[src/rtl/pwm_timer_regs.svh]
// Register offsets, field positions and reset values of the two-channel PWM timer.
// Included by every file that decodes these registers.
`ifndef PWM_TIMER_REGS_SVH
`define PWM_TIMER_REGS_SVH

// Register byte offsets on the plain register port.
`define OFS_RUN_CTRL 8'h00
`define OFS_FUNC_CTRL 8'h04
`define OFS_BUF_MODE 8'h08
`define OFS_CHAN_CTRL 8'h0C
`define OFS_PERIOD 8'h10
`define OFS_GEN_U 8'h14
`define OFS_GEN_V 8'h18
`define OFS_GEN_W 8'h1C
`define OFS_BUF_U 8'h20
`define OFS_BUF_V 8'h24
`define OFS_BUF_W 8'h28
`define OFS_CNT0 8'h2C
`define OFS_CNT1 8'h30
`define OFS_STATUS 8'h34
`define OFS_IRQ_MASK 8'h38
`define OFS_CAPTURE 8'h3C

// Run control fields.
`define BIT_CH0_RUN 0
`define BIT_CH1_RUN 1
`define BIT_CH1_STOP_SEL 2
// Function control fields.
`define FLD_CMODE_LO 0
`define BIT_POS_LEVEL 2
`define BIT_NEG_LEVEL 3
// Status and mask fields.
`define BIT_MATCH_A 0
`define BIT_UNDERFLOW 1
`define BIT_OVERFLOW 2
`define BIT_CAPTURE 3

// Reset values, counter landmarks and the highest divider selection.
`define RST_PERIOD 16'hFFFF
`define RST_ZERO16 16'h0000
`define CNT_ONE 16'h0001
`define CNT_ALL_ONES 16'hFFFF
`define DIV_SEL_MAX 3'h3

`endif

[src/rtl/pwm_timer_pkg.sv]
// Types shared by the PWM timer modules.
// Constants live in pwm_timer_regs.svh; this package holds only types.
package pwm_timer_pkg;

    // Combination mode field encodings.
    typedef enum logic [1:0] {
        CMODE_TIMER = 2'b00,
        CMODE_RESET_SYNC = 2'b01,
        CMODE_COMP_UDF = 2'b10,
        CMODE_COMP_CREST = 2'b11
    } cmode_t;

    // Timing that a duty buffer transfer currently obeys.
    typedef enum logic [1:0] {
        XFER_SELECTED = 2'b00,
        XFER_AT_UNDERFLOW = 2'b01,
        XFER_AT_CREST = 2'b10
    } xfer_kind_t;

endpackage

[src/rtl/capture_sync.sv]
// Capture pin synchroniser with rising edge detection.
// Assumes an asynchronous pin; emits a one-cycle strobe in the clock_in domain.
`timescale 1ns/10ps
`default_nettype none

module capture_sync (
    input wire logic clock_in,
    input wire logic rst_n_in,
    input wire logic pin_in,
    output logic edge_out
);
    typedef struct packed {
        logic meta;
        logic sync;
        logic prev;
    } cap_state_t;

    cap_state_t s_q;
    cap_state_t s_d;

    // The first stage feeds only the second stage; edges are taken after it.
    always_comb begin
        s_d = s_q;
        s_d.meta = pin_in;
        s_d.sync = s_q.meta;
        s_d.prev = s_q.sync;
    end

    always_ff @(posedge clock_in or negedge rst_n_in) begin
        if (!rst_n_in) begin
            s_q <= '0;
        end else begin
            s_q <= s_d;
        end
    end

    // Decoded straight from the flops: a registered strobe would add a cycle and
    // push the capture past its three-clock latency limit.
    assign edge_out = s_q.sync & ~s_q.prev;

endmodule
`default_nettype wire

[src/rtl/duty_transfer.sv]
// One duty phase: its buffer-to-general transfer timing and its general register.
// Assumes crest and trough strobes are one cycle wide and come from the counters.
`timescale 1ns/10ps
`default_nettype none

module duty_transfer
    import pwm_timer_pkg::*;
#(
    parameter int WIDTH = 16
) (
    input wire logic clock_in,
    input wire logic rst_n_in,
    input wire logic [WIDTH-1:0] buf_in,
    input wire logic buf_wr_in,
    input wire logic [WIDTH-1:0] period_in,
    input wire logic buf_mode_in,
    input wire pwm_timer_pkg::cmode_t cmode_in,
    input wire logic crest_in,
    input wire logic trough_in,
    input wire logic gen_wr_in,
    input wire logic [WIDTH-1:0] gen_wdata_in,
    output logic [WIDTH-1:0] gen_out
);
    typedef struct packed {
        xfer_kind_t kind;
        logic wr_seen;
        logic [WIDTH-1:0] gen;
    } duty_state_t;

    duty_state_t s_q;
    duty_state_t s_d;
    xfer_kind_t buf_kind;
    xfer_kind_t eff_kind;
    logic sel_hit;
    logic do_xfer;

    // Classify the buffer value by the special timings it forces.
    always_comb begin
        if (buf_in >= period_in) begin
            buf_kind = XFER_AT_UNDERFLOW;
        end else if (buf_in == '0) begin
            buf_kind = XFER_AT_CREST;
        end else begin
            buf_kind = XFER_SELECTED;
        end
    end

    assign sel_hit = (cmode_in == CMODE_COMP_CREST && crest_in) ||
                     (cmode_in == CMODE_COMP_UDF && trough_in);

    // override to underflow; override to crest match.
    // A special value forces its own timing; a normal one inherits the last special once.
    assign eff_kind = (buf_kind != XFER_SELECTED) ? buf_kind : s_q.kind;
    always_comb begin
        unique case (eff_kind)
            XFER_AT_UNDERFLOW: do_xfer = trough_in;
            XFER_AT_CREST: do_xfer = crest_in;
            XFER_SELECTED: do_xfer = sel_hit;
            default: do_xfer = sel_hit;
        endcase
    end

    // A new normal value keeps the old timing for its first transfer, then reverts.
    always_comb begin
        s_d = s_q;
        s_d.wr_seen = buf_wr_in;
        if (buf_mode_in && cmode_in[1] && do_xfer) begin
            s_d.gen = buf_in;
            s_d.kind = buf_kind;
        end else if (gen_wr_in) begin
            s_d.gen = gen_wdata_in;
        end
        // The buffer register changes at the strobe edge, so classify one cycle later.
        if (s_q.wr_seen && buf_kind != XFER_SELECTED) begin
            s_d.kind = buf_kind;
        end
    end

    always_ff @(posedge clock_in or negedge rst_n_in) begin
        if (!rst_n_in) begin
            s_q <= '{kind: XFER_SELECTED, wr_seen: 1'b0, gen: '0};
        end else begin
            s_q <= s_d;
        end
    end

    assign gen_out = s_q.gen;

endmodule
`default_nettype wire

[src/rtl/pwm_timer_top.sv]
// Two-channel 16-bit timer with reset-synchronous and complementary PWM.
// Assumes a plain register port on clock_in and an asynchronous capture pin.
//
// The register offsets and the address-and-strobe port were decided locally.
`timescale 1ns/10ps
`default_nettype none
`include "pwm_timer_regs.svh"

module pwm_timer_top
    import pwm_timer_pkg::*;
#(
    parameter int WIDTH = 16,
    parameter int PHASES = 3
) (
    input wire logic clock_in,
    input wire logic rst_n_in,
    input wire logic [7:0] addr_in,
    input wire logic [15:0] wdata_in,
    input wire logic wr_in,
    input wire logic rd_in,
    input wire logic capture_pin_in,
    output logic [15:0] rdata_out,
    output logic irq_out,
    output logic [PHASES-1:0] pos_phase_out,
    output logic [PHASES-1:0] neg_phase_out
);
    typedef struct packed {
        logic ch0_run;
        logic ch1_run;
        logic ch1_stop_select;
        cmode_t cmode;
        logic pos_level;
        logic neg_level;
        logic [PHASES-1:0] buf_mode;
        logic [2:0] src_sel;
        logic [2:0] prescale;
        logic [WIDTH-1:0] period;
        logic [PHASES-1:0][WIDTH-1:0] dbuf;
        logic [WIDTH-1:0] cnt0;
        logic [WIDTH-1:0] cnt1;
        logic cnt0_down;
        logic cnt1_down;
        logic [3:0] status;
        logic [3:0] mask;
        logic [WIDTH-1:0] capt;
        logic [15:0] rdata;
        logic irq;
        logic [PHASES-1:0] pos;
        logic [PHASES-1:0] neg;
    } top_state_t;

    top_state_t s_q;
    top_state_t s_d;

    logic [PHASES-1:0][WIDTH-1:0] gen;
    logic [PHASES-1:0] buf_wr;
    logic [PHASES-1:0] gen_wr;
    logic cap_edge;
    logic tick;
    logic [2:0] div_mask;
    logic comp_mode;
    logic crest;
    logic trough;
    logic [3:0] set_flags;
    logic [15:0] rd_mux;

    ////////////////////////////////////////////////////////////////////////////
    // Capture pin path and per-phase transfer logic.

    // capture latency: two sync stages, then the edge decode.
    capture_sync i_capture_sync (
        .clock_in(clock_in),
        .rst_n_in(rst_n_in),
        .pin_in(capture_pin_in),
        .edge_out(cap_edge)
    );

    // Buffer and general registers are at consecutive word offsets per phase.
    genvar p;
    generate
        for (p = 0; p < PHASES; p++) begin : g_phase
            assign buf_wr[p] = wr_in && addr_in == `OFS_BUF_U + 8'(4 * p);
            assign gen_wr[p] = wr_in && addr_in == `OFS_GEN_U + 8'(4 * p);
            duty_transfer #(
                .WIDTH(WIDTH)
            ) i_duty_transfer (
                .clock_in(clock_in),
                .rst_n_in(rst_n_in),
                .buf_in(s_q.dbuf[p]),
                .buf_wr_in(s_q.buf_mode[p] ? 1'b0 : buf_wr[p]),
                .period_in(s_q.period),
                .buf_mode_in(s_q.buf_mode[p]),
                .cmode_in(s_q.cmode),
                .crest_in(crest),
                .trough_in(trough),
                .gen_wr_in(gen_wr[p]),
                .gen_wdata_in(wdata_in[WIDTH-1:0]),
                .gen_out(gen[p])
            );
        end
    endgenerate

    ////////////////////////////////////////////////////////////////////////////
    // Count source divider and counter landmarks.

    // Selections above the divider range count on every clock.
    always_comb begin
        if (s_q.src_sel > `DIV_SEL_MAX) begin
            div_mask = 3'h0;
        end else begin
            div_mask = 3'((4'h1 << s_q.src_sel) - 4'h1);
        end
    end

    assign tick = (s_q.prescale & div_mask) == div_mask;
    assign comp_mode = s_q.cmode[1];

    // crest step from period to period plus one.
    assign crest = comp_mode && s_q.ch0_run && tick && !s_q.cnt0_down &&
                   s_q.cnt0 == s_q.period;
    // trough step from zero to all ones.
    assign trough = comp_mode && s_q.ch0_run && tick && s_q.cnt1_down &&
                    s_q.cnt1 == `RST_ZERO16;

    ////////////////////////////////////////////////////////////////////////////
    // Read multiplexer; the result is registered for the next cycle.

    always_comb begin
        rd_mux = '0;
        unique case (addr_in)
            `OFS_RUN_CTRL: rd_mux = {13'h0000, s_q.ch1_stop_select, s_q.ch1_run, s_q.ch0_run};
            `OFS_FUNC_CTRL: rd_mux = {12'h0000, s_q.neg_level, s_q.pos_level, s_q.cmode};
            `OFS_BUF_MODE: rd_mux = 16'(s_q.buf_mode);
            `OFS_CHAN_CTRL: rd_mux = {13'h0000, s_q.src_sel};
            `OFS_PERIOD: rd_mux = s_q.period;
            `OFS_GEN_U: rd_mux = gen[0];
            `OFS_GEN_V: rd_mux = gen[1];
            `OFS_GEN_W: rd_mux = gen[2];
            `OFS_BUF_U: rd_mux = s_q.dbuf[0];
            `OFS_BUF_V: rd_mux = s_q.dbuf[1];
            `OFS_BUF_W: rd_mux = s_q.dbuf[2];
            `OFS_CNT0: rd_mux = s_q.cnt0;
            `OFS_CNT1: rd_mux = s_q.cnt1;
            `OFS_STATUS: rd_mux = {12'h000, s_q.status};
            `OFS_IRQ_MASK: rd_mux = {12'h000, s_q.mask};
            `OFS_CAPTURE: rd_mux = s_q.capt;
            default: rd_mux = '0;
        endcase
    end

    ////////////////////////////////////////////////////////////////////////////
    // Next-state logic: registers, counters, flags and outputs.

    always_comb begin
        s_d = s_q;
        set_flags = '0;
        s_d.rdata = rd_in ? rd_mux : '0;
        s_d.prescale = s_q.prescale + 3'h1;

        // Control register writes; software keeps the stop-first sequences.
        if (wr_in) begin
            unique case (addr_in)
                `OFS_RUN_CTRL: begin
                    s_d.ch0_run = wdata_in[`BIT_CH0_RUN];
                    s_d.ch1_run = wdata_in[`BIT_CH1_RUN];
                    s_d.ch1_stop_select = wdata_in[`BIT_CH1_STOP_SEL];
                end
                `OFS_FUNC_CTRL: begin
                    s_d.cmode = cmode_t'(wdata_in[`FLD_CMODE_LO +: 2]);
                    s_d.pos_level = wdata_in[`BIT_POS_LEVEL];
                    s_d.neg_level = wdata_in[`BIT_NEG_LEVEL];
                end
                `OFS_BUF_MODE: s_d.buf_mode = wdata_in[PHASES-1:0];
                `OFS_CHAN_CTRL: s_d.src_sel = wdata_in[2:0];
                `OFS_PERIOD: s_d.period = wdata_in[WIDTH-1:0];
                `OFS_BUF_U: s_d.dbuf[0] = wdata_in[WIDTH-1:0];
                `OFS_BUF_V: s_d.dbuf[1] = wdata_in[WIDTH-1:0];
                `OFS_BUF_W: s_d.dbuf[2] = wdata_in[WIDTH-1:0];
                `OFS_CNT0: s_d.cnt0 = wdata_in[WIDTH-1:0];
                `OFS_CNT1: s_d.cnt1 = wdata_in[WIDTH-1:0];
                `OFS_IRQ_MASK: s_d.mask = wdata_in[3:0];
                default: ;
            endcase
        end

        if (comp_mode) begin
            // counter0 turns down after period plus one.
            if (s_q.ch0_run && tick) begin
                if (!s_q.cnt0_down) begin
                    s_d.cnt0 = s_q.cnt0 + `CNT_ONE;
                    if (s_q.cnt0 == s_q.period + `CNT_ONE) begin
                        s_d.cnt0 = s_q.cnt0 - `CNT_ONE;
                        s_d.cnt0_down = 1'b1;
                    end
                end else begin
                    s_d.cnt0 = s_q.cnt0 - `CNT_ONE;
                    if (s_q.cnt0 == `RST_ZERO16) begin
                        s_d.cnt0 = `CNT_ONE;
                        s_d.cnt0_down = 1'b0;
                    end
                end
                // counter1 counts 1, 0, all ones, 0, 1.
                if (s_q.cnt1_down) begin
                    s_d.cnt1 = s_q.cnt1 - `CNT_ONE;
                    if (s_q.cnt1 == `CNT_ALL_ONES) begin
                        s_d.cnt1 = `RST_ZERO16;
                        s_d.cnt1_down = 1'b0;
                    end
                end else begin
                    s_d.cnt1 = s_q.cnt1 + `CNT_ONE;
                    if (s_q.cnt1 == s_q.period) begin
                        s_d.cnt1 = s_q.cnt1 - `CNT_ONE;
                        s_d.cnt1_down = 1'b1;
                    end
                end
            end
            set_flags[`BIT_MATCH_A] = crest;
            set_flags[`BIT_UNDERFLOW] = trough;
        end else begin
            // Plain counting: counter0 clears on period match, counter1 counts and wraps in timer mode only.
            s_d.cnt0_down = 1'b0;
            s_d.cnt1_down = 1'b1;
            if (s_q.ch0_run && tick) begin
                s_d.cnt0 = s_q.cnt0 + `CNT_ONE;
                if (s_q.cnt0 == s_q.period) begin
                    s_d.cnt0 = `RST_ZERO16;
                    set_flags[`BIT_MATCH_A] = 1'b1;
                end
            end
            if (s_q.ch1_run && tick && s_q.cmode == CMODE_TIMER) begin
                s_d.cnt1 = s_q.cnt1 + `CNT_ONE;
                set_flags[`BIT_OVERFLOW] = s_q.cnt1 == `CNT_ALL_ONES;
            end
        end

        // counter0 copied into the capture register.
        if (cap_edge) begin
            s_d.capt = s_q.cnt0;
            set_flags[`BIT_CAPTURE] = 1'b1;
        end

        // Write one to clear; a flag set in the same cycle survives the clear.
        if (wr_in && addr_in == `OFS_STATUS) begin
            s_d.status = s_q.status & ~wdata_in[3:0];
        end
        s_d.status = s_d.status | set_flags;
        s_d.irq = |(s_d.status & s_d.mask);

        // Phase outputs: active level chosen by the level select bits.
        for (int i = 0; i < PHASES; i++) begin
            if (comp_mode) begin
                s_d.pos[i] = (gen[i] < s_q.cnt1) ^ ~s_q.pos_level;
                s_d.neg[i] = (gen[i] > s_q.cnt0) ^ ~s_q.neg_level;
            end else if (s_q.cmode == CMODE_RESET_SYNC) begin
                s_d.pos[i] = (s_q.cnt0 < gen[i]) ^ ~s_q.pos_level;
                s_d.neg[i] = (s_q.cnt0 >= gen[i]) ^ ~s_q.neg_level;
            end else begin
                s_d.pos[i] = ~s_q.pos_level;
                s_d.neg[i] = ~s_q.neg_level;
            end
        end
    end

    // All state resets to constants only.
    always_ff @(posedge clock_in or negedge rst_n_in) begin
        if (!rst_n_in) begin
            s_q <= '0;
            s_q.period <= `RST_PERIOD;
            s_q.cnt1_down <= 1'b1;
            s_q.pos <= '1;
            s_q.neg <= '1;
        end else begin
            s_q <= s_d;
        end
    end

    assign rdata_out = s_q.rdata;
    assign irq_out = s_q.irq;
    assign pos_phase_out = s_q.pos;
    assign neg_phase_out = s_q.neg;

endmodule
`default_nettype wire

[config.mk]
export PLATFORM = sky130hd
export DESIGN_NAME = pwm_timer_top
export DESIGN_NICKNAME = d
export VERILOG_FILES = /design/src/rtl/pwm_timer_pkg.sv /design/src/rtl/capture_sync.sv /design/src/rtl/duty_transfer.sv /design/src/rtl/pwm_timer_top.sv
export VERILOG_INCLUDE_DIRS = /design/src /design/src/rtl
export SDC_FILE = /design/constraint.sdc
export NUM_CORES = 1
export LEC_CHECK = 0
export BUFFER_PORTS_ARGS = -buffer_cell sky130_fd_sc_hd__buf_2
export CORE_MARGIN = 4
export CORE_UTILIZATION = 60
export DETAILED_ROUTE_END_ITERATION = 16
export PLACE_DENSITY = 0.77
export SETUP_SLACK_MARGIN = 0.5
export SLEW_MARGIN = 10
export SYNTH_ARGS = -nofsm -noshare
export SYNTH_HDL_FRONTEND = slang
export SYNTH_HIERARCHICAL = 1
export SYNTH_SLANG_ARGS = --single-unit
[constraint.sdc]
create_clock -name clock_in -period 4.5 [get_ports clock_in]
set_input_delay 0.675 -clock clock_in [delete_from_list [all_inputs] [get_ports clock_in]]
set_output_delay 0.675 -clock clock_in [all_outputs]
set_load 0.01 [all_outputs]
==> run summary, run 1 <==
### Cells and area
* **count of nets after finishing** 1966
* **Synth-to-Final Area Change** 6.452%
* **ratio of cells with drive above 1 in the final layout** 16.44%
* **fillers** 2269
* **most common cell after layout, fill and taps aside** dfrtp_1
* **final cell count without fillers** 2173
* **ant diodes** 0
* **top library cells by usage in the layout, fill and taps aside** dfrtp_1 (198), ha_1 (156), inv_1 (135)

### Logic synthesis
* **complex-gate fraction of the synthesized area** 18.92%
* **dominant combinational cell family by area after synthesis** compound AO/OA/AOI/OAI gates
* **Synth Area in Adders** 11.64%
* **number of nets in the synthesized netlist** 2009
* **ys async rst share** 100.0%
* **number of enable flip-flop cells after synthesis** 0
* **register area share after synthesis** 33.14%
* **synthesized netlist cell count** 1824
* **synth warn** 6
* **post-synth design cell area** 0.01677 mm²
* **number of distinct library cell variants in the gate-level netlist after synthesis** 78
* **multiplexer share of the synthesized area** 10.66%
* **post-synthesis sequential element count** 221
* **Avg Synthesized Cell Area** 9.197 µm²
* **simple-gate portion of the synthesized area** 13.63%
* **XOR/XNOR share of the synthesized area** 3.498%
* **Primary FF master, synth** dfrtp_1

### Setup path
* **total stage count of the critical path** 15
* **critical path's slowest cell** dfstp_2
* **worst path arrival time** 4.32 ns
* **peak fanout along the critical path** 20
* **count of cells along the worst register-to-register path** 15
* **number of buffer and inverter instances along the worst setup path** 2
* **cell family with most CP delay** compound AO/OA/AOI/OAI gates
* **biggest cell delay along the critical path** 0.65 ns
* **CP Data Required Time** 4.99 ns
* **Startpoint Class** flop
* **chain of cells forming the critical path** inv_1 -> ha_1 -> a21oi_1 -> nor2_1 -> a2111oi_0 -> a21boi_2 -> o21ai_2 -> a21oi_1 -> ha_1 -> mux2_4 -> a22oi_2 -> nor2_2 -> buf_4 -> or3_1 -> o22ai_2
* **class of the most critical setup path** reg -> reg
* **nature of the critical path endpoint** flop

### Clock tree
* **buffers from clock root to sink, at most** 3
* **H-tree lvl count** 1
* **clock tree from TritonCTS** yes
* **TritonCTS sink count** 221
* **total CTS buffers** 26
* **CTS clock-pin slew for the worst setup and hold paths** 0.06 ns
* **CTS root buf** clkbuf_16
* **source-to-sink clock delay at the later pin of the worst-skew pair** 0.57 ns
* **number of hold buffers added after CTS** 0

### Routing
* **total via count after detailed routing** 15160
* **average via count per standard cell** 6.978
* **drt first-iter violations** 2162
* **post-route ant nets** 0
* **DRC violations left** 0
* **Total Wirelength** 58.82 mm
* **iteration count of the initial detailed-routing pass** 6
* **average wire per cell in the routed design** 27.07 µm

### STA
* **count of final hold-check violations** 0
* **RSZ-0062 raised after global routing** no
* **Final setup violation count** 0
* **max-slew violation count** 0
* **share of the clock period used by the worst path after layout** 85.09%
* **Fmax** 0.2612 GHz
* **shortest period the worst path allows** 3.829 ns
* **largest clock skew in the final design** 0.02603 ns
* **worst slew margin relative to its limit** 21.99%
* **transition time at the pin with the least slew margin** 1.170 ns
* **setup total negative slack** 0 ns

### Global routing
* **wire length of the first global-routing pass** 88.67 mm
* **initial antenna violation count** 0
* **vias in the first global route** 14900
* **pin count of the biggest net entering global routing** 101
* **aggregate global routing overflow** 0
* **GRT Total Usage** 37.56%

### Die
* **Chip Height** 175.2 µm
* **horizontal extent of the die** 175.2 µm
* **starting density of the core** 61.56%
* **floorplan die area** 0.03070 mm²
* **placeable core region** 0.02725 mm²
* **number of rows created at floorplan** 60
* **io pins** 52

### Pwr
* **net switching power** 3214 µW
* **relative contribution of sequential cells to total power** 36.4%
* **share of total power consumed by net switching** 40.18%
* **clock share of power** 28.9%
* **Static Leak** 0.007929 µW
* **PwrDens** 447.9 mW/mm²
* **combinational power share** 34.7%
* **cell-internal power** 4784 µW
* **peak supply drop** 0.2752 mV

### Worst hold path
* **class of the worst hold path** in -> async

### Placed design
* **last weighted congestion value of the routability-driven placer** 1.036
* **I/O Buffers** 51
* **Cells after DPL** 2122
* **half-perimeter wire length of the detailed placement result** 42.50 mm

### Outcome
* **run status** finished clean

### Flow run
* **max-capacitance violation count** 0

-- cells by family after synthesis --
logic type,count (synthesis)
AO/OA/AOI/OAI,456
XOR/XNOR,67
adder cells (fa/ha/maj),156
buffers and inverters,298
flip-flops,221
multiplexers,165
AND/OR/NAND/NOR,461
-- repair_timing --
action	CTS	global route
gates resized for setup	0	2
endpoints found under the setup margin	0	4
buffers inserted	0	3
-- through the flow --
| stage | power, µW | cell area (µm²) | hold slack [ns] | setup slack, ns | util (%) |
|---|---|---|---|---|---|
| global route | 8390 | 17860 | 0.09429 | 0.5034 | 65.53 |
| CTS | 7890 | 17830 | 0.08903 | 0.5852 | 65.44 |
| floorplan | 4636 | 16770 | 0.3312 | 1.276 | - |
| finish | 7998 | 17860 | 0.06622 | 0.6711 | 65.53 |
| detailed placement | 5589 | 16900 | 0.3482 | 0.6610 | 62.00 |
| global placement | 5510 | 16900 | 0.3334 | 0.7356 | 62.00 |
-- flip-flops by register name, summed over array words and instances (netlist names) --
| signal | count |
|---|---|
| irq_out | 1 |
| i_capture_sync/s_d | 2 |
| i_capture_sync/s_q | 1 |
| g_phase.i_duty_transfer/gen_out | 48 |
| pos_phase_out | 3 |
| g_phase.i_duty_transfer/s_q | 9 |
| comp_mode | 1 |
| s_q | 137 |
| rdata_out | 16 |
| neg_phase_out | 3 |
-- cell type report --
cell class	instances	area, µm²	area share (%)
timing repair buffer	92	598.1	3.349
multi-input combinational	1305	9792	54.83
clock inverter	16	212.7	1.191
inverter	135	506.7	2.838
sequential	221	5559	31.13
clock buffer	32	723.2	4.050
tap	372	465.4	2.607
-- synth_stat cells, types with 24 or more instances --
cell type,number,area (µm²)
inv_1,135,506.7
xnor2_1,45,394.1
a22o_1,37,324.1
mux2i_1,65,650.6
nor4_1,33,206.5
a21oi_1,61,305.3
nand2_1,126,473.0
dfrtp_1,198,4955
ha_1,156,1952
nand4_1,32,200.2
a22oi_1,32,240.2
clkbuf_1,63,236.5
and3_1,24,150.1
mux2_2,97,1092
buf_4,73,548.0
a221oi_1,50,437.9
nor2_1,85,319.1
nor3_1,46,230.2
o21ai_0,127,635.6
nand3_1,48,240.2
-- final timing paths --
path	start	endpoint	slack, ns
hold / removal	rst_n_in	s_q[159]	0.07
max in group asynchronous	rst_n_in	s_q[153]	3.33
setup / recovery	s_q[138]	g_phase[1].i_duty_transfer/s_q[18]	0.67
hold reg to reg	i_capture_sync/s_d[1]	i_capture_sync/s_d[0]	0.36
setup reg to reg	s_q[138]	g_phase[1].i_duty_transfer/s_q[18]	0.67
min in group clock_in	capture_pin_in	i_capture_sync/s_d[1]	0.22
-- per-layer routing --
metal / global-route usage (%) / vias up / share of wire (%)
met1: 49.84 / 7325 / 38
met4: 17.48 / 0 / 5.7
met2: 58.33 / 1037 / 44
met5: 0 / - / 0
li1: - / 6552 / -
met3: 8.936 / 250 / 12
-- power by group through the flow --
stage / combinational, µW / clock [µW] / sequential, µW
floorplan: 2120 / 0 / 2510
CTS: 2720 / 2320 / 2850
detailed placement: 2710 / 0 / 2880
finish: 2780 / 2310 / 2910
global route: 3080 / 2400 / 2910
global placement: 2630 / 0 / 2880
Power figures use the tool's default switching activity.
==> run 2, diff against run 1 <==
--- a/config.mk
+++ b/config.mk
@@ -15,5 +15,4 @@
 export SLEW_MARGIN = 10
 export SYNTH_ARGS = -nofsm -noshare
 export SYNTH_HDL_FRONTEND = slang
-export SYNTH_HIERARCHICAL = 1
 export SYNTH_SLANG_ARGS = --single-unit
==> run 2 against run 1 <==
Critical path depth down 3. Worst setup slack worse by 0.011 ns. Highest routed layer is now met5. Global-route usage grew 2.3 points. Sequential share of layout area increased by 0.97 points. First-iteration DRC count is 15% lower. Power up 2.5%.
==> run summary, run 2 <==
### Placed design
* **last weighted congestion value of the routability-driven placer** 1.055, +1.9%
* **half-perimeter wire length of the detailed placement result** 43.40 mm, +2.1%
* **I/O Buffers** 51, unchanged

### Die
* **horizontal extent of the die** 170.8 µm, -2.5%
* **placeable core region** 0.02606 mm², -4.4%
* **io pins** 52, unchanged
* **number of rows created at floorplan** 59, -1.7%
* **Chip Height** 170.8 µm, -2.5%
* **floorplan die area** 0.02917 mm², -5.0%
* **starting density of the core** 61.02%, -0.53 points

### Logic synthesis
* **multiplexer share of the synthesized area** 10.54%, -0.11 points
* **register area share after synthesis** 34.96%, +1.8 points
* **cell accounting for the most synthesized area** dfrtp_1
* **Primary FF master, synth** dfrtp_1
* **number of nets in the synthesized netlist** 1879, -6.5%
* **most area-consuming cells after synthesis** dfrtp_1 (31%), ha_1 (12%), mux2_2 (6.5%), mux2i_1 (4.0%), dfstp_2 (3.8%)
* **complex-gate fraction of the synthesized area** 19.69%, +0.77 points
* **synthesized netlist cell count** 1695, -7.1%
* **Synth Area in Adders** 12.20%, +0.56 points
* **post-synth design cell area** 0.01590 mm², -5.2%
* **simple-gate portion of the synthesized area** 12.63%, -1.0 points
* **synth warn** 0, -6
* **Avg Synthesized Cell Area** 9.381 µm², +2.0%
* **ys async rst share** 100.0%, unchanged
* **number of enable flip-flop cells after synthesis** 0, unchanged
* **post-synthesis sequential element count** 221, unchanged
* **dominant combinational cell family by area after synthesis** compound AO/OA/AOI/OAI gates
* **number of distinct library cell variants in the gate-level netlist after synthesis** 67, -14%
* **XOR/XNOR share of the synthesized area** 3.856%, +0.36 points
* **portion of synthesized cell area occupied by the leading cell type** 31.16%, +1.6 points
* **Commonest cells post-synth** dfrtp_1 (198), ha_1 (155), nor2_1 (121), a21oi_1 (109), inv_1 (107)
* **top-count cell post-synth** dfrtp_1

### STA
* **count of final hold-check violations** 0, unchanged
* **largest clock skew in the final design** 0.02024 ns, -0.005788 ns
* **Final setup violation count** 0, unchanged
* **shortest period the worst path allows** 3.840 ns, +0.01077 ns
* **worst slew margin relative to its limit** 15.70%, -6.3 points
* **setup total negative slack** 0 ns, unchanged
* **transition time at the pin with the least slew margin** 1.261 ns, +0.09118 ns
* **max-slew violation count** 0, unchanged
* **Min Hold Slack** 0.1210 ns, +0.05476 ns
* **RSZ-0062 raised after global routing** no
* **share of the clock period used by the worst path after layout** 85.33%, +0.24 points
* **Fmax** 0.2604 GHz, -0.28%

### Cells and area
* **register with the most flip-flops** s_q
* **Synth-to-Final Area Change** 8.899%
* **top library cells by usage in the layout, fill and taps aside** dfrtp_1 (198), ha_1 (155), nor2_1 (119)
* **core occupancy in the finished layout** 66.45%, +0.92 points
* **flip-flop count of the largest register, all copies and words added** 137, unchanged
* **most common cell after layout, fill and taps aside** dfrtp_1
* **count of nets after finishing** 1878, -4.5%
* **ratio of cells with drive above 1 in the final layout** 16.12%, -0.31 points

### Clock tree
* **source-to-sink clock delay at the later pin of the worst-skew pair** 0.55 ns, -0.02 ns
* **CTS root buf** clkbuf_16
* **total CTS buffers** 26, unchanged
* **setup fix buffers added after clock tree synthesis** 0, unchanged
* **CTS clock-pin slew for the worst setup and hold paths** 0.07 ns, about the same
* **H-tree lvl count** 1, unchanged
* **TritonCTS sink count** 221, unchanged
* **clock tree from TritonCTS** yes
* **buffers from clock root to sink, at most** 3, unchanged

### Outcome
* **run status** finished clean

### Flow run
* **max-capacitance violation count** 0, unchanged

### Setup path
* **class of the most critical setup path** reg -> reg
* **CP Data Required Time** 4.89 ns, -0.10 ns
* **critical path's slowest cell** or3b_2
* **nature of the critical path endpoint** flop
* **peak fanout along the critical path** 33, +65%
* **biggest cell delay along the critical path** 0.52 ns, -0.13 ns
* **Startpoint Class** flop
* **Most Frequent Cell on Critical Path** nor2_1
* **worst path arrival time** 4.23 ns, -0.09 ns
* **chain of cells forming the critical path** inv_1 -> ha_1 -> or3b_2 -> or3_1 -> nor3_2 -> nand4_1 -> nor2_1 -> mux2i_1 -> a211o_1 -> buf_4 -> nor2_1 -> a21oi_1

### Pwr
* **Total Power Consumption** 8201 µW, +2.5%
* **PwrDens** 473.6 mW/mm², +5.7%
* **Static Leak** 0.008398 µW, +5.9%
* **peak supply drop** 0.4243 mV, +54%

### Global routing
* **aggregate global routing overflow** 0, unchanged
* **wire length of the first global-routing pass** 87.89 mm, -0.88%
* **vias in the first global route** 13890, -6.8%
* **pin count of the biggest net entering global routing** 98, -3.0%
* **GRT Total Usage** 39.86%, +2.3 points
* **initial antenna violation count** 1, +1

### Routing
* **average via count per standard cell** 7.095, +1.7%
* **iteration count of the initial detailed-routing pass** 6, unchanged
* **average wire per cell in the routed design** 28.63 µm, +5.8%
* **DRC violations left** 0, unchanged
* **post-route ant nets** 0, unchanged
* **total via count after detailed routing** 14530, -4.2%
* **drt first-iter violations** 1846, -15%
* **Total Wirelength** 58.64 mm, -0.30%

### Worst hold path
* **class of the worst hold path** in -> async

-- run 2: cell types whose count changed in the layout (fill, tap and decap cells not counted), moves of 7 or more --
cell	previous run	this run
o21a_1	7	18
nor3_1	46	24
nand2_1	126	79
a21oi_1	61	109
nor2_1	84	119
a211oi_1	17	10
a21o_1	23	34
and3_1	24	12
inv_1	135	107
o21ai_0	127	70
nand3_1	48	37
nor4_1	33	25
-- run 2: critical path: cells and delay by family, from the launching register on --
family | cells | cell delay (ns)
AOI/OAI and AO/OA | 2 | 0.41
adders and majority gates | 1 | 0.23
muxes | 1 | 0.19
and+or+nand+nor | 6 | 1.82
DFF | 1 | 0.51
buffers and inverters | 2 | 0.50
-- run 2: area by class of cell --
class	count	area [µm²]
Tap cell	335	419.2
Antenna cell	1	2.502
Clock buffer	35	735.7
Clock inverter	11	188.9
Fill cell	2074	8742
Timing Repair Buffer	96	619.3
Sequential cell	221	5559
Multi-Input combinational cell	1242	9390
Inverter	107	401.6
-- run 2: final timing paths --
check | start | to | slack (ns) | cells after the start
min in group clock_in | capture_pin_in | i_capture_sync.s_d[1] | 0.24 | 1
worst min-delay path | rst_n_in | s_q[123] | 0.12 | 1
worst max-delay path | s_q[50] | g_phase[1].i_duty_transfer.gen_out[10] | 0.66 | 12
worst max register to register | s_q[50] | g_phase[1].i_duty_transfer.gen_out[10] | 0.66 | 12
max in group asynchronous | rst_n_in | pos_phase_out[0] | 3.34 | 2
worst min register to register | i_capture_sync.s_d[1] | i_capture_sync.s_d[0] | 0.35 | 0
-- run 2: timing repair --
| action | in CTS | in global routing |
|---|---|---|
| gates resized for setup | 0 | 6 |
| setup endpoints to repair | 0 | 38 |
| hold buffers | 0 | 0 |
-- run 2: logic make-up (layout without fill, tap and decap cells) --
logic type / Yosys count / in the layout
and+or+nand+nor: 406 / 406
adders and majority gates: 155 / 155
DFF: 221 / 221
buffers and inverters: 232 / 249
AOI/OAI and AO/OA: 455 / 455
muxes: 156 / 156
xor gates and xnor gates: 70 / 70
other: 0 / 1
-- run 2: power breakdown --
part | total (µW) | internal (µW) | switching [µW]
combinational | 3040 | 1200 | 1840
sequential | 2850 | 2280 | 568
clock | 2310 | 1430 | 880
-- run 2: metal layers --
metal / routed length, µm / vias up / track usage, %
met1: 22780 / 7031 / 53.68
met4: 4288 / 2 / 21.88
met3: 6172 / 235 / 7.671
met2: 25380 / 1014 / 60.83
li1: - / 6249 / -
met5: 16 / - / 0
-- run 2: per-stage QoR --
stage	cells	cell area [µm²]	setup slack, ns
after floorplan	1695	15900	1.076
after global placement	2001	16370	0.6938
after detailed placement	2001	16370	0.5373
after global routing	2047	17310	0.5160
final	2048	17320	0.6603
after CTS	2047	17290	0.5144
